===== src/verilog/acr_pkg.sv =====
// Purpose: Shared constants and carriers for the converter control block
// Assumes: 8-bit register port, registers at word indices 0 to 6
// Notes: Register indices are local choices; reset values are zero except the channel field, which resets to all ones
package acr_pkg;

  // ***************************************************************
  // Register map
  // ***************************************************************
  localparam logic [2:0] ADDR_SC1 = 3'h0;
  localparam logic [2:0] ADDR_SC2 = 3'h1;
  localparam logic [2:0] ADDR_RH = 3'h2;
  localparam logic [2:0] ADDR_RL = 3'h3;
  localparam logic [2:0] ADDR_CVH = 3'h4;
  localparam logic [2:0] ADDR_CVL = 3'h5;
  localparam logic [2:0] ADDR_CFG = 3'h6;

  // ***************************************************************
  // Field positions
  // ***************************************************************
  localparam int SC1_DONE_FLAG = 7;
  localparam int SC1_IRQ_EN = 6;
  localparam int SC1_CONT = 5;
  localparam int SC2_ACT = 7;
  localparam int SC2_TRG = 6;
  localparam int SC2_CFE = 5;
  localparam int SC2_CFGT = 4;
  localparam int CFG_LPC = 7;
  localparam int CFG_DIV_LSB = 5;
  localparam int CFG_LSMP = 4;
  localparam int CFG_MODE_LSB = 2;
  localparam int CFG_ICLK_LSB = 0;

  // ***************************************************************
  // Encodings and reset values
  // ***************************************************************
  localparam logic [1:0] MODE_8 = 2'h0;
  localparam logic [1:0] MODE_12 = 2'h1;
  localparam logic [1:0] MODE_10 = 2'h2;
  localparam logic [1:0] ICLK_BUS = 2'h0;
  localparam logic [1:0] ICLK_HALF = 2'h1;
  localparam logic [1:0] ICLK_ALT = 2'h2;
  localparam logic [1:0] ICLK_ASYNC = 2'h3;
  localparam logic [4:0] CH_OFF = 5'h1F;
  localparam logic [4:0] CH_RST = 5'h1F;
  localparam logic [7:0] CFG_RST = 8'h00;
  localparam logic [7:0] CV_RST = 8'h00;

  // ***************************************************************
  // Types
  // ***************************************************************
  typedef enum logic [1:0] {
    ST_IDLE = 2'b01,
    ST_CONV = 2'b10
  } acr_state_e;

  typedef struct packed {
    logic [2:0] addr;
    logic [7:0] wdata;
    logic wr;
    logic rd;
  } acr_bus_req_s;

  typedef struct packed {
    logic low_power;
    logic long_sample;
    logic [1:0] mode;
    logic [4:0] channel;
  } acr_core_cfg_s;

endpackage


===== src/verilog/acr_adc_ctrl.sv =====
// Purpose: Register and control logic of a successive-approximation converter
// Assumes: Core runs on converter_clock enable pulses, returns core_done pulses
// Notes: All inputs synchronous to clk_sys except the two clock sources
//
// Overview of operation
// - Active flag high from start to finish/abort
// - Software or hardware trigger per select bit
// - Compare only while compare enabled
// - Direction bit picks less or greater-equal
// - High register packs by mode, upper zero
// - Failed compare keeps old result
// - Compare event stores result minus compare
// - High read locks results until low read
// - No interlock in 8-bit mode
// - Mode change invalidates both result registers
// - Low register holds low eight bits
// - Compare high used only 10/12-bit
// - Compare low always against low bits
// - Config bit 7 selects low power
// - Divide field gives 1, 2, 4, 8
// - Config bit 4 selects long sample
// - Mode field encodes 8, 12, 10
// - Input clock field selects source
// - Control one write aborts, restarts only under software trigger
// - Complete flag set and clear conditions
// - All-ones channel stops without extra conversion
module acr_adc_ctrl (
  // Clock and reset
  input wire logic clk_sys,
  input wire logic sys_rst,
  // Register port
  input wire acr_pkg::acr_bus_req_s bus_req,
  output logic [7:0] rd_data,
  // Trigger and clock sources
  input wire logic hardware_trigger_in,
  input wire logic alternate_clock,
  input wire logic internal_async_clock,
  // Converter core
  output acr_pkg::acr_core_cfg_s core_cfg,
  output logic converter_clock,
  output logic conv_start,
  output logic conv_abort,
  output logic conversion_active,
  input wire logic core_done,
  input wire logic [11:0] core_result
);

  // ***************************************************************
  // State
  // ***************************************************************
  acr_pkg::acr_state_e state_r;
  acr_pkg::acr_state_e state_nxt;
  logic complete_irq_enable_r;
  logic cont_r;
  logic [4:0] channel_select_r;
  logic conversion_complete_flag_r;
  logic conversion_complete_flag_nxt;
  logic trigger_select_r;
  logic compare_enable_r;
  logic compare_greater_equal_r;
  logic [3:0] cvh_r;
  logic [7:0] cvl_r;
  logic [7:0] cfg_r;
  logic [11:0] res_r;
  logic valid_r;
  logic lock_r;
  logic lock_nxt;
  logic done_q_r;
  logic [11:0] res_q_r;
  logic half_r;
  logic alt_s1_r;
  logic alt_s2_r;
  logic alt_s3_r;
  logic asy_s1_r;
  logic asy_s2_r;
  logic asy_s3_r;
  logic [2:0] div_cnt_r;
  logic hwt_prev_r;
  logic [7:0] rd_nxt;

  // ***************************************************************
  // Address decode
  // ***************************************************************
  wire wr_sc1 = bus_req.wr && (bus_req.addr == acr_pkg::ADDR_SC1);
  wire wr_sc2 = bus_req.wr && (bus_req.addr == acr_pkg::ADDR_SC2);
  wire wr_cvh = bus_req.wr && (bus_req.addr == acr_pkg::ADDR_CVH);
  wire wr_cvl = bus_req.wr && (bus_req.addr == acr_pkg::ADDR_CVL);
  wire wr_cfg = bus_req.wr && (bus_req.addr == acr_pkg::ADDR_CFG);
  wire rd_rh = bus_req.rd && (bus_req.addr == acr_pkg::ADDR_RH);
  wire rd_rl = bus_req.rd && (bus_req.addr == acr_pkg::ADDR_RL);
  wire [4:0] wd_channel = bus_req.wdata[4:0];
  wire [1:0] mode = cfg_r[acr_pkg::CFG_MODE_LSB +: 2];
  wire [1:0] div_sel = cfg_r[acr_pkg::CFG_DIV_LSB +: 2];
  wire [1:0] iclk_sel = cfg_r[acr_pkg::CFG_ICLK_LSB +: 2];
  wire mode_8 = (mode == acr_pkg::MODE_8);
  wire mode_10 = (mode == acr_pkg::MODE_10);
  wire converting = (state_r == acr_pkg::ST_CONV);

  // ***************************************************************
  // Converter clock source and divider
  // ***************************************************************
  // The alternate and async sources are sampled and edge detected;
  // they must run well below half of clk_sys.
  wire alt_edge = alt_s2_r && !alt_s3_r;
  wire asy_edge = asy_s2_r && !asy_s3_r;
  wire src_tick = (iclk_sel == acr_pkg::ICLK_BUS) ? 1'b1 :
                  (iclk_sel == acr_pkg::ICLK_HALF) ? half_r :
                  (iclk_sel == acr_pkg::ICLK_ALT) ? alt_edge : asy_edge;
  wire [2:0] div_max = 3'((4'h1 << div_sel) - 4'h1);
  wire div_wrap = (div_cnt_r >= div_max);
  wire conv_tick = src_tick && div_wrap;

  always_ff @(posedge clk_sys) begin
    if (sys_rst) begin
      half_r <= 1'b0;
      div_cnt_r <= 3'h0;
    end else begin
      half_r <= !half_r;
      if (src_tick) begin
        div_cnt_r <= div_wrap ? 3'h0 : div_cnt_r + 3'h1;
      end
    end
  end

  always_ff @(posedge clk_sys) begin
    if (sys_rst) begin
      alt_s1_r <= 1'b0;
      alt_s2_r <= 1'b0;
      alt_s3_r <= 1'b0;
      asy_s1_r <= 1'b0;
      asy_s2_r <= 1'b0;
      asy_s3_r <= 1'b0;
    end else begin
      alt_s1_r <= alternate_clock;
      alt_s2_r <= alt_s1_r;
      alt_s3_r <= alt_s2_r;
      asy_s1_r <= internal_async_clock;
      asy_s2_r <= asy_s1_r;
      asy_s3_r <= asy_s2_r;
    end
  end

  // ***************************************************************
  // Triggers and conversion sequencing
  // ***************************************************************
  // Trigger level only looked at on converter clock ticks, so one
  // long pulse starts one conversion.
  wire hwt_edge = conv_tick && hardware_trigger_in && !hwt_prev_r;
  wire chan_on = (channel_select_r != acr_pkg::CH_OFF);
  wire done_v = done_q_r && converting && !wr_sc1;
  wire sc1_start = wr_sc1 && (wd_channel != acr_pkg::CH_OFF) && !trigger_select_r;
  wire hw_start = !converting && trigger_select_r && chan_on && hwt_edge && !wr_sc1;
  wire cont_restart = done_v && cont_r && chan_on;
  wire start_any = sc1_start || hw_start || cont_restart;
  wire abort_any = wr_sc1 && converting;

  always_comb begin
    state_nxt = state_r;
    if (start_any) begin
      state_nxt = acr_pkg::ST_CONV;
    end else if (wr_sc1 || done_v) begin
      state_nxt = acr_pkg::ST_IDLE;
    end
  end

  always_ff @(posedge clk_sys) begin
    if (sys_rst) begin
      state_r <= acr_pkg::ST_IDLE;
      conv_start <= 1'b0;
      conv_abort <= 1'b0;
      conversion_active <= 1'b0;
      converter_clock <= 1'b0;
      hwt_prev_r <= 1'b0;
    end else begin
      state_r <= state_nxt;
      conv_start <= start_any;
      conv_abort <= abort_any;
      conversion_active <= (state_nxt == acr_pkg::ST_CONV);
      converter_clock <= conv_tick;
      if (conv_tick) begin
        hwt_prev_r <= hardware_trigger_in;
      end
    end
  end

  // Core events pass one register stage before touching software state
  always_ff @(posedge clk_sys) begin
    if (sys_rst) begin
      done_q_r <= 1'b0;
      res_q_r <= 12'h000;
    end else begin
      done_q_r <= core_done;
      res_q_r <= core_result;
    end
  end

  // ***************************************************************
  // Compare and result packing
  // ***************************************************************
  wire [11:0] res_m = mode_8 ? {4'h0, res_q_r[7:0]} :
                      mode_10 ? {2'h0, res_q_r[9:0]} : res_q_r;
  wire [11:0] cv = mode_8 ? {4'h0, cvl_r} :
                   mode_10 ? {2'h0, cvh_r[1:0], cvl_r} : {cvh_r, cvl_r};
  wire [11:0] width_mask = mode_8 ? 12'h0FF : mode_10 ? 12'h3FF : 12'hFFF;
  wire res_less = (res_m < cv);
  wire cmp_true = compare_greater_equal_r ? !res_less : res_less;
  wire keep_ok = !compare_enable_r || cmp_true;
  wire [11:0] diff = (res_m - cv) & width_mask;
  wire [11:0] store_val = compare_enable_r ? diff : res_m;
  wire blocked = lock_r && !mode_8;
  wire xfer = done_v && keep_ok && !blocked;
  wire complete_set = done_v && keep_ok;
  wire mode_chg = wr_cfg && (bus_req.wdata[acr_pkg::CFG_MODE_LSB +: 2] != mode);

  // Set wins over a clear in the same cycle
  always_comb begin
    conversion_complete_flag_nxt = conversion_complete_flag_r;
    if (complete_set) begin
      conversion_complete_flag_nxt = 1'b1;
    end else if (wr_sc1 || rd_rl) begin
      conversion_complete_flag_nxt = 1'b0;
    end
  end

  always_comb begin
    lock_nxt = lock_r;
    if (mode_chg || rd_rl) begin
      lock_nxt = 1'b0;
    end else if (rd_rh && !mode_8) begin
      lock_nxt = 1'b1;
    end
  end

  always_ff @(posedge clk_sys) begin
    if (sys_rst) begin
      res_r <= 12'h000;
      valid_r <= 1'b0;
      lock_r <= 1'b0;
      conversion_complete_flag_r <= 1'b0;
    end else begin
      lock_r <= lock_nxt;
      conversion_complete_flag_r <= conversion_complete_flag_nxt;
      if (xfer) begin
        res_r <= store_val;
        valid_r <= 1'b1;
      end else if (mode_chg) begin
        valid_r <= 1'b0;
      end
    end
  end

  // ***************************************************************
  // Software registers
  // ***************************************************************
  always_ff @(posedge clk_sys) begin
    if (sys_rst) begin
      complete_irq_enable_r <= 1'b0;
      cont_r <= 1'b0;
      channel_select_r <= acr_pkg::CH_RST;
      trigger_select_r <= 1'b0;
      compare_enable_r <= 1'b0;
      compare_greater_equal_r <= 1'b0;
      cvh_r <= 4'h0;
      cvl_r <= acr_pkg::CV_RST;
      cfg_r <= acr_pkg::CFG_RST;
    end else begin
      if (wr_sc1) begin
        complete_irq_enable_r <= bus_req.wdata[acr_pkg::SC1_IRQ_EN];
        cont_r <= bus_req.wdata[acr_pkg::SC1_CONT];
        channel_select_r <= wd_channel;
      end
      if (wr_sc2) begin
        trigger_select_r <= bus_req.wdata[acr_pkg::SC2_TRG];
        compare_enable_r <= bus_req.wdata[acr_pkg::SC2_CFE];
        compare_greater_equal_r <= bus_req.wdata[acr_pkg::SC2_CFGT];
      end
      if (wr_cvh) begin
        cvh_r <= bus_req.wdata[3:0];
      end
      if (wr_cvl) begin
        cvl_r <= bus_req.wdata;
      end
      if (wr_cfg) begin
        cfg_r <= bus_req.wdata;
      end
    end
  end

  // ***************************************************************
  // Read path and core configuration
  // ***************************************************************
  wire [7:0] sc1_rd = {conversion_complete_flag_r, complete_irq_enable_r, cont_r, channel_select_r};
  wire [7:0] sc2_rd = {conversion_active, trigger_select_r, compare_enable_r,
                       compare_greater_equal_r, 4'h0};
  wire [7:0] rh_rd = valid_r ? {4'h0, res_r[11:8]} : 8'h00;
  wire [7:0] rl_rd = valid_r ? res_r[7:0] : 8'h00;

  always_comb begin
    rd_nxt = 8'h00;
    if (bus_req.rd) begin
      unique case (bus_req.addr)
        acr_pkg::ADDR_SC1: rd_nxt = sc1_rd;
        acr_pkg::ADDR_SC2: rd_nxt = sc2_rd;
        acr_pkg::ADDR_RH: rd_nxt = rh_rd;
        acr_pkg::ADDR_RL: rd_nxt = rl_rd;
        acr_pkg::ADDR_CVH: rd_nxt = {4'h0, cvh_r};
        acr_pkg::ADDR_CVL: rd_nxt = cvl_r;
        acr_pkg::ADDR_CFG: rd_nxt = cfg_r;
        default: rd_nxt = 8'h00;
      endcase
    end
  end

  always_ff @(posedge clk_sys) begin
    if (sys_rst) begin
      rd_data <= 8'h00;
      core_cfg <= '0;
    end else begin
      rd_data <= rd_nxt;
      core_cfg.low_power <= cfg_r[acr_pkg::CFG_LPC];
      core_cfg.long_sample <= cfg_r[acr_pkg::CFG_LSMP];
      core_cfg.mode <= mode;
      core_cfg.channel <= channel_select_r;
    end
  end
endmodule


===== config.mk =====
export PLATFORM = sky130hd
export DESIGN_NAME = acr_adc_ctrl
export DESIGN_NICKNAME = d
export VERILOG_FILES = /design/src/verilog/acr_pkg.sv /design/src/verilog/acr_adc_ctrl.sv
export SDC_FILE = /design/constraint.sdc
export NUM_CORES = 1
export LEC_CHECK = 0
export BUFFER_PORTS_ARGS = -buffer_cell sky130_fd_sc_hd__buf_4
export CAP_MARGIN = 5
export CELL_PAD_IN_SITES_DETAIL_PLACEMENT = 0
export CELL_PAD_IN_SITES_GLOBAL_PLACEMENT = 1
export CORE_MARGIN = 1
export CORE_UTILIZATION = 30
export DETAILED_ROUTE_END_ITERATION = 8
export PLACE_DENSITY_LB_ADDON = 0.2
export SLEW_MARGIN = 20
export SYNTH_ARGS = -nofsm -noshare
export SYNTH_HDL_FRONTEND = slang
export SYNTH_SLANG_ARGS = --single-unit

===== constraint.sdc =====
create_clock -name clk_sys -period 2.6 [get_ports clk_sys]
set_input_delay 0.26 -clock clk_sys [delete_from_list [all_inputs] [get_ports clk_sys]]
set_output_delay 0.26 -clock clk_sys [all_outputs]
set_load 0.02 [all_outputs]

==> flow_summary.toml, run 1 <==
[global_route]
antenna_found_initial = 0
grt_pass1_wl_um = 18400
grt_max_degree = 45
grt_pass1_vias = 3231
grt.overflow.total = 0
grtUsageTotal_pct = 17.0

[timing]
max_freq_ghz = 0.398
fin_ws_ns = 0.0845
finalCritPeriodShare_pct = 96.8
slew_headroom_pct = 51.4
drv_slew = 0
holdWs_ns = 0.111
timing.final.crit_period_ns = 2.52
setup_viol = 0
worst_slew_pin_slew_ns = 0.723
finalHoldViolations = 0
finalClockSkew_ns = 0.0109

[synthesis]
yosysWarnings = 0
yosys.cell_types.count = 56
ys_seq_elements = 92
async_reset_ff_share_pct = 0
ys.flop_type = "dfxtp_1"
syn-num-nets = 535
seq_area_frac_synth_pct = 42.2
synth_edf_count = 0
syn_area_mm2 = 0.00437
avgSynthCellArea_um2 = 8.97
syn_inst = 487

[run_status]
status = "finished, final reports clean"

[critical_path]
cp_max_fo = 11
reg2reg_slack_ns = 0.08
cp_data_required_time_ns = 2.83
end_kind = "flip-flop"
r2r_start = "res_q_r[0]"
cp-start-kind = "flip-flop"
endpoint = "res_r[5]"
startpoint = "res_q_r[0]"
reg2reg_to = "res_r[5]"
cp.arrival_ns = 2.74
path_class = "flip-flop to flip-flop"
r2r_cells = 11

[power_and_ir_drop]
total_power_mw = 3.31
leakage_nw = 2.11
power_density_mw_per_mm2 = 612
peakVddDrop_mv = 0.306

[placement]
dpl.hpwl_um = 8750
place_area_mm2 = 0.00497
dpl.cell_count = 707
dp_slack_ns = -0.0225
gp_congestion = 0.781
portBuffers = 51

[clock_tree]
cts_tree = "yes"
clockBufferDepth = 2
h-tree-depth = 3
cts_inserted_buffers = 9
path_clk_slew_ns = 0.07
root_buffer = "clkbuf_16"
clock_latency_ns = 0.36
clock-sinks = 92

[routing]
ant_nets = 0
drc = 0
drt_iter0_drc = 203
wl_per_cell_um = 16.8
routed_wl_um = 12200
vias = 3524
firstDrtPassIters = 5
vias_per_cell = 4.85

[floorplan]
core_area_mm2 = 0.0140
rows = 43
die_h_um = 123
die_w_um = 123
dieArea_mm2 = 0.0150
initial_core_util_pct = 31.1
io_pins = 52

[flow_run]
cap_violations = 0

[final_layout]
n_antenna_cell = 0
final_cell_mix = "91 x dfxtp_1, 68 x buf_4, 65 x nand2_1"
layout_commonest_cell = "dfxtp_1"
postLayoutCellArea_mm2 = 0.00540
area_growth_pct = 23.7
drive_gt1_share_pct = 22.2
stdcell_count = 726
final_nets = 589

[min_path]
min_path_type = "input pin to flip-flop"
==> flip-flops by register name, summed over array words and instances, names as in the netlist, 2 cells and up <==
name	cells
res_r	12
rd_data	8
state_r	2
cvh_r	4
div_cnt_r	3
channel_select_r	5
res_q_r	12
core_cfg	9
cfg_r	8
cvl_r	8
==> metrics by stage <==
stage                     TNS (ns)  utilization [%]
final                            0             38.5
after CTS                        0             37.8
after global routing       -0.0374             38.5
after floorplan                  0                -
after detailed placement   -0.0225             35.4
after global placement           0             35.4
==> cell type report <==
class                   count  area [µm²]
clock buffers              10         239
clock inverters             6        91.3
fillers                  1431        8640
inverters                  15        56.3
multi-input cells         352        2360
flip-flops and latches     92        1840
well taps                 180         225
repair buffers             71         581
==> kinds of logic (layout without fill, tap and decap cells) <==
kind of cell	count (synthesis)	after routing	share of synthesized area [%]
buffers and inverters	43	102	5.07
and+or+nand+nor	203	203	23.2
xor gates and xnor gates	11	11	2.21
adders and majority gates	17	17	5.04
muxes	31	31	7.28
DFF	92	92	42.2
AOI/OAI and AO/OA	90	90	15.0
==> critical path, stage by stage (launching register included) <==
cell,delay (ns)
dfxtp_2,0.31
inv_1,0.05
ha_2,0.19
fa_2,0.34
nand2b_4,0.16
a211oi_4,0.26
o31ai_4,0.10
or3_4,0.40
and4_4,0.21
clkbuf_16,0.18
nor2_1,0.13
a211oi_2,0.06
==> synth_stat cells (3+ instances only) <==
| master | n | area (µm²) |
|---|---|---|
| a211oi_1 | 3 | 22.5 |
| a211oi_2 | 9 | 113 |
| a21o_1 | 6 | 45.0 |
| a21oi_1 | 32 | 160 |
| a221oi_1 | 5 | 43.8 |
| a22oi_1 | 6 | 45.0 |
| a31oi_1 | 4 | 25.0 |
| and2_1 | 5 | 31.3 |
| and3b_1 | 3 | 26.3 |
| buf_1 | 4 | 15.0 |
| buf_6 | 4 | 45.0 |
| clkbuf_1 | 17 | 63.8 |
| clkbuf_8 | 3 | 41.3 |
| dfxtp_1 | 92 | 1840 |
| ha_1 | 16 | 200 |
| inv_1 | 15 | 56.3 |
| mux2_2 | 6 | 67.6 |
| mux2i_1 | 25 | 250 |
| nand2_1 | 65 | 244 |
| nand2b_1 | 8 | 50.1 |
| nand3_1 | 12 | 60.1 |
| nand3b_1 | 9 | 67.6 |
| nor2_1 | 47 | 176 |
| nor2b_1 | 35 | 219 |
| nor3_1 | 5 | 25.0 |
| o21ai_0 | 6 | 30.0 |
| or2_2 | 3 | 18.8 |
| xnor2_1 | 6 | 52.6 |
| xor2_1 | 5 | 43.8 |
==> timing repair <==
item / 4_1_cts / 5_1_grt
setup buffers: 0 / 1
cloned: 0 / 2
resized for setup: 3 / 9
hold buffers: 0 / 0
endpoints found under the setup margin: 4 / 13
pin swaps: 1 / 6
==> where the power goes <==
| group | switching, mW | total [mW] | internal, mW |
|---|---|---|---|
| Clock | 0.598 | 1.48 | 0.877 |
| Combinational | 0.201 | 0.359 | 0.159 |
| Sequential | 0.0242 | 1.47 | 1.45 |
| Total | 0.823 | 3.31 | 2.48 |
==> per-layer routing <==
layer / track usage [%] / up-vias / share of wire [%] / wire length [µm]
li1: - / 1786 / - / -
met1: 23.7 / 1648 / 49 / 5960
met2: 25.0 / 78 / 45 / 5440
met3: 4.83 / 12 / 5.2 / 630
met4: 5.72 / 0 / 1.3 / 163
met5: 0 / - / 0 / 0
==> worst min path at each step <==
stage,startpoint,cells after the start,to
after floorplan,bus_req[2],2,channel_select_r[0]
after global placement,half_r,1,half_r
after detailed placement,half_r,1,half_r
after CTS,internal_async_clock,2,asy_s1_r
after global routing,internal_async_clock,2,asy_s1_r
final,internal_async_clock,2,asy_s1_r
Power figures use the tool's default switching activity.
==> run 2, diff against run 1 <==
--- a/config.mk
+++ b/config.mk
@@ -12,7 +12,7 @@
 export CORE_MARGIN = 1
 export CORE_UTILIZATION = 30
 export DETAILED_ROUTE_END_ITERATION = 8
-export PLACE_DENSITY_LB_ADDON = 0.2
+export PLACE_DENSITY = 0.7
 export SLEW_MARGIN = 20
 export SYNTH_ARGS = -nofsm -noshare
 export SYNTH_HDL_FRONTEND = slang
==> flow_summary.toml, run 2 (synthesis gave the netlist of run 1 again) <==
[run_status]
status = "finished, final reports clean"

[critical_path]
end_kind = "flip-flop"
cp_top_family = "simple AND/OR/NAND/NOR gates"
cp-start-kind = "flip-flop"
endpoint = "res_r[8]"
cp_num_buf_inv = 2
reg2reg_to = "res_r[8]"
cp_max_fo = 6
cp_data_required_time_ns = 2.83
worst-path-stages = 11
reg2reg_slack_ns = 0.09
r2r_start = "res_q_r[0]"
critPathSlowestCell = "fa_2"
cp.arrival_ns = 2.74
r2r_cells = 11
startpoint = "res_q_r[0]"
path_cells = "inv_2 -> ha_4 -> fa_2 -> nand2b_4 -> a211oi_4 -> o31ai_4 -> or3_4 -> and4_4 -> buf_12 -> mux2i_1 -> o22ai_1"
crit_path_max_incr_delay_ns = 0.38
path_class = "flip-flop to flip-flop"

[floorplan]
io_pins = 52
rows = 43
initial_core_util_pct = 31.1
core_area_mm2 = 0.0140
die_h_um = 123
dieArea_mm2 = 0.0150
die_w_um = 123

[final_layout]
drive_gt1_share_pct = 22.8
layout_commonest_cell = "dfxtp_1"
final_util_pct = 38.6
area_growth_pct = 24.0
n_antenna_cell = 0
final_cell_mix = "91 x dfxtp_1, 71 x buf_4, 65 x nand2_1"
stdcell_count = 729
final_nets = 592
nFillCells = 1435
top_regs = "res_q_r: 12 flops, res_r: 12 flops, core_cfg: 9 flops"

[power_and_ir_drop]
power_density_mw_per_mm2 = 589
peakVddDrop_mv = 0.353
leakage_nw = 2.11
combPwrFrac_pct = 11.3
total_power_mw = 3.19
p_clk_share_pct = 42.6
intPower_mw = 2.39
p_sw_share_pct = 25.1
seq_power_share_pct = 46.1
p_switching_uw = 801

[clock_tree]
holdBufCountCts = 0
clock_latency_ns = 0.35
root_buffer = "clkbuf_16"
h-tree-depth = 3
clockBufferDepth = 2
cts_inserted_buffers = 9
cts_tree = "yes"
clock-sinks = 92
path_clk_slew_ns = 0.07

[global_route]
grt_pass1_wl_um = 18000
grt_pass1_vias = 3381
grtUsageTotal_pct = 16.0
grt_max_degree = 34
grt.overflow.total = 0
antenna_found_initial = 0

[min_path]
min_path_type = "input pin to flip-flop"
hold_depth = 2

[timing]
max_freq_ghz = 0.398
finalCritPeriodShare_pct = 96.6
timing.final.crit_period_ns = 2.51
fin_ws_ns = 0.0883
drv_slew = 0
finalHoldViolations = 0
setup_viol = 0
holdWs_ns = 0.118
worst_slew_pin_slew_ns = 0.713
slew_headroom_pct = 52.1
finalClockSkew_ns = 0.00940

[placement]
portBuffers = 51
dp_slack_ns = -0.0744
dpl.cell_count = 705
dpl.hpwl_um = 8470
gp_congestion = 0.811

[routing]
firstDrtPassIters = 5
ant_nets = 0
drt_iter0_drc = 265
vias_per_cell = 4.99
vias = 3641
wl_per_cell_um = 16.1
drc = 0
routed_wl_um = 11700

[flow_run]
cap_violations = 0
## run 2: metrics by stage
step / setup TNS (ns) / cell area (µm²)
after floorplan: 0 / 4380
after global routing: -0.0195 / 5420
after CTS: 0 / 5280
after global placement: -0.0247 / 4950
final: 0 / 5420
after detailed placement: -0.376 / 4950
## run 2: worst min path at each step
| stage | startpoint | slack (ns) | endpoint |
|---|---|---|---|
| floorplan | bus_req[2] | 0.38 | channel_select_r[0] |
| global placement | half_r | 0.40 | half_r |
| detailed placement | half_r | 0.41 | half_r |
| CTS | core_result[11] | 0.11 | res_q_r[11] |
| global route | core_result[11] | 0.12 | res_q_r[11] |
| finish | core_result[11] | 0.12 | res_q_r[11] |
## run 2: cell type report
type / count / area, µm² / area share [%]
Sequential cell: 92 / 1840 / 34.0
Inverter: 15 / 56.3 / 1.04
Clock inverter: 6 / 71.3 / 1.32
Multi-Input combinational cell: 352 / 2380 / 43.9
Timing Repair Buffer: 74 / 603 / 11.1
Tap cell: 180 / 225 / 4.16
Clock buffer: 10 / 239 / 4.41
## run 2: power groups by stage
stage	logic, mW	clock network, mW	registers (mW)
finish	0.360	1.36	1.47
global route	0.394	1.45	1.48
CTS	0.342	1.40	1.47
detailed placement	0.336	0	1.50
global placement	0.332	0	1.50
floorplan	0.210	0	1.51
## run 2: worst reg2reg max path, cell delays in order (launching register included)
cell,delay (ns)
dfxtp_2,0.33
inv_2,0.05
ha_4,0.16
fa_2,0.38
nand2b_4,0.16
a211oi_4,0.27
o31ai_4,0.12
or3_4,0.34
and4_4,0.21
buf_12,0.14
mux2i_1,0.13
o22ai_1,0.09
## run 2: what timing repair did
action | in CTS | in global routing
endpoints found under the setup margin | 13 | 13
setup buffers | 1 | 5
cloned | 0 | 2
resized for setup | 2 | 13
pin swaps | 2 | 8
## run 2: routing by layer
layer | vias up | GRT usage (%) | share of wire [%]
met1 | 1712 | 22.3 | 48
met5 | - | 0 | 0
met3 | 17 | 3.30 | 5.0
met4 | 0 | 6.02 | 2.0
met2 | 118 | 24.2 | 45
li1 | 1794 | - | -
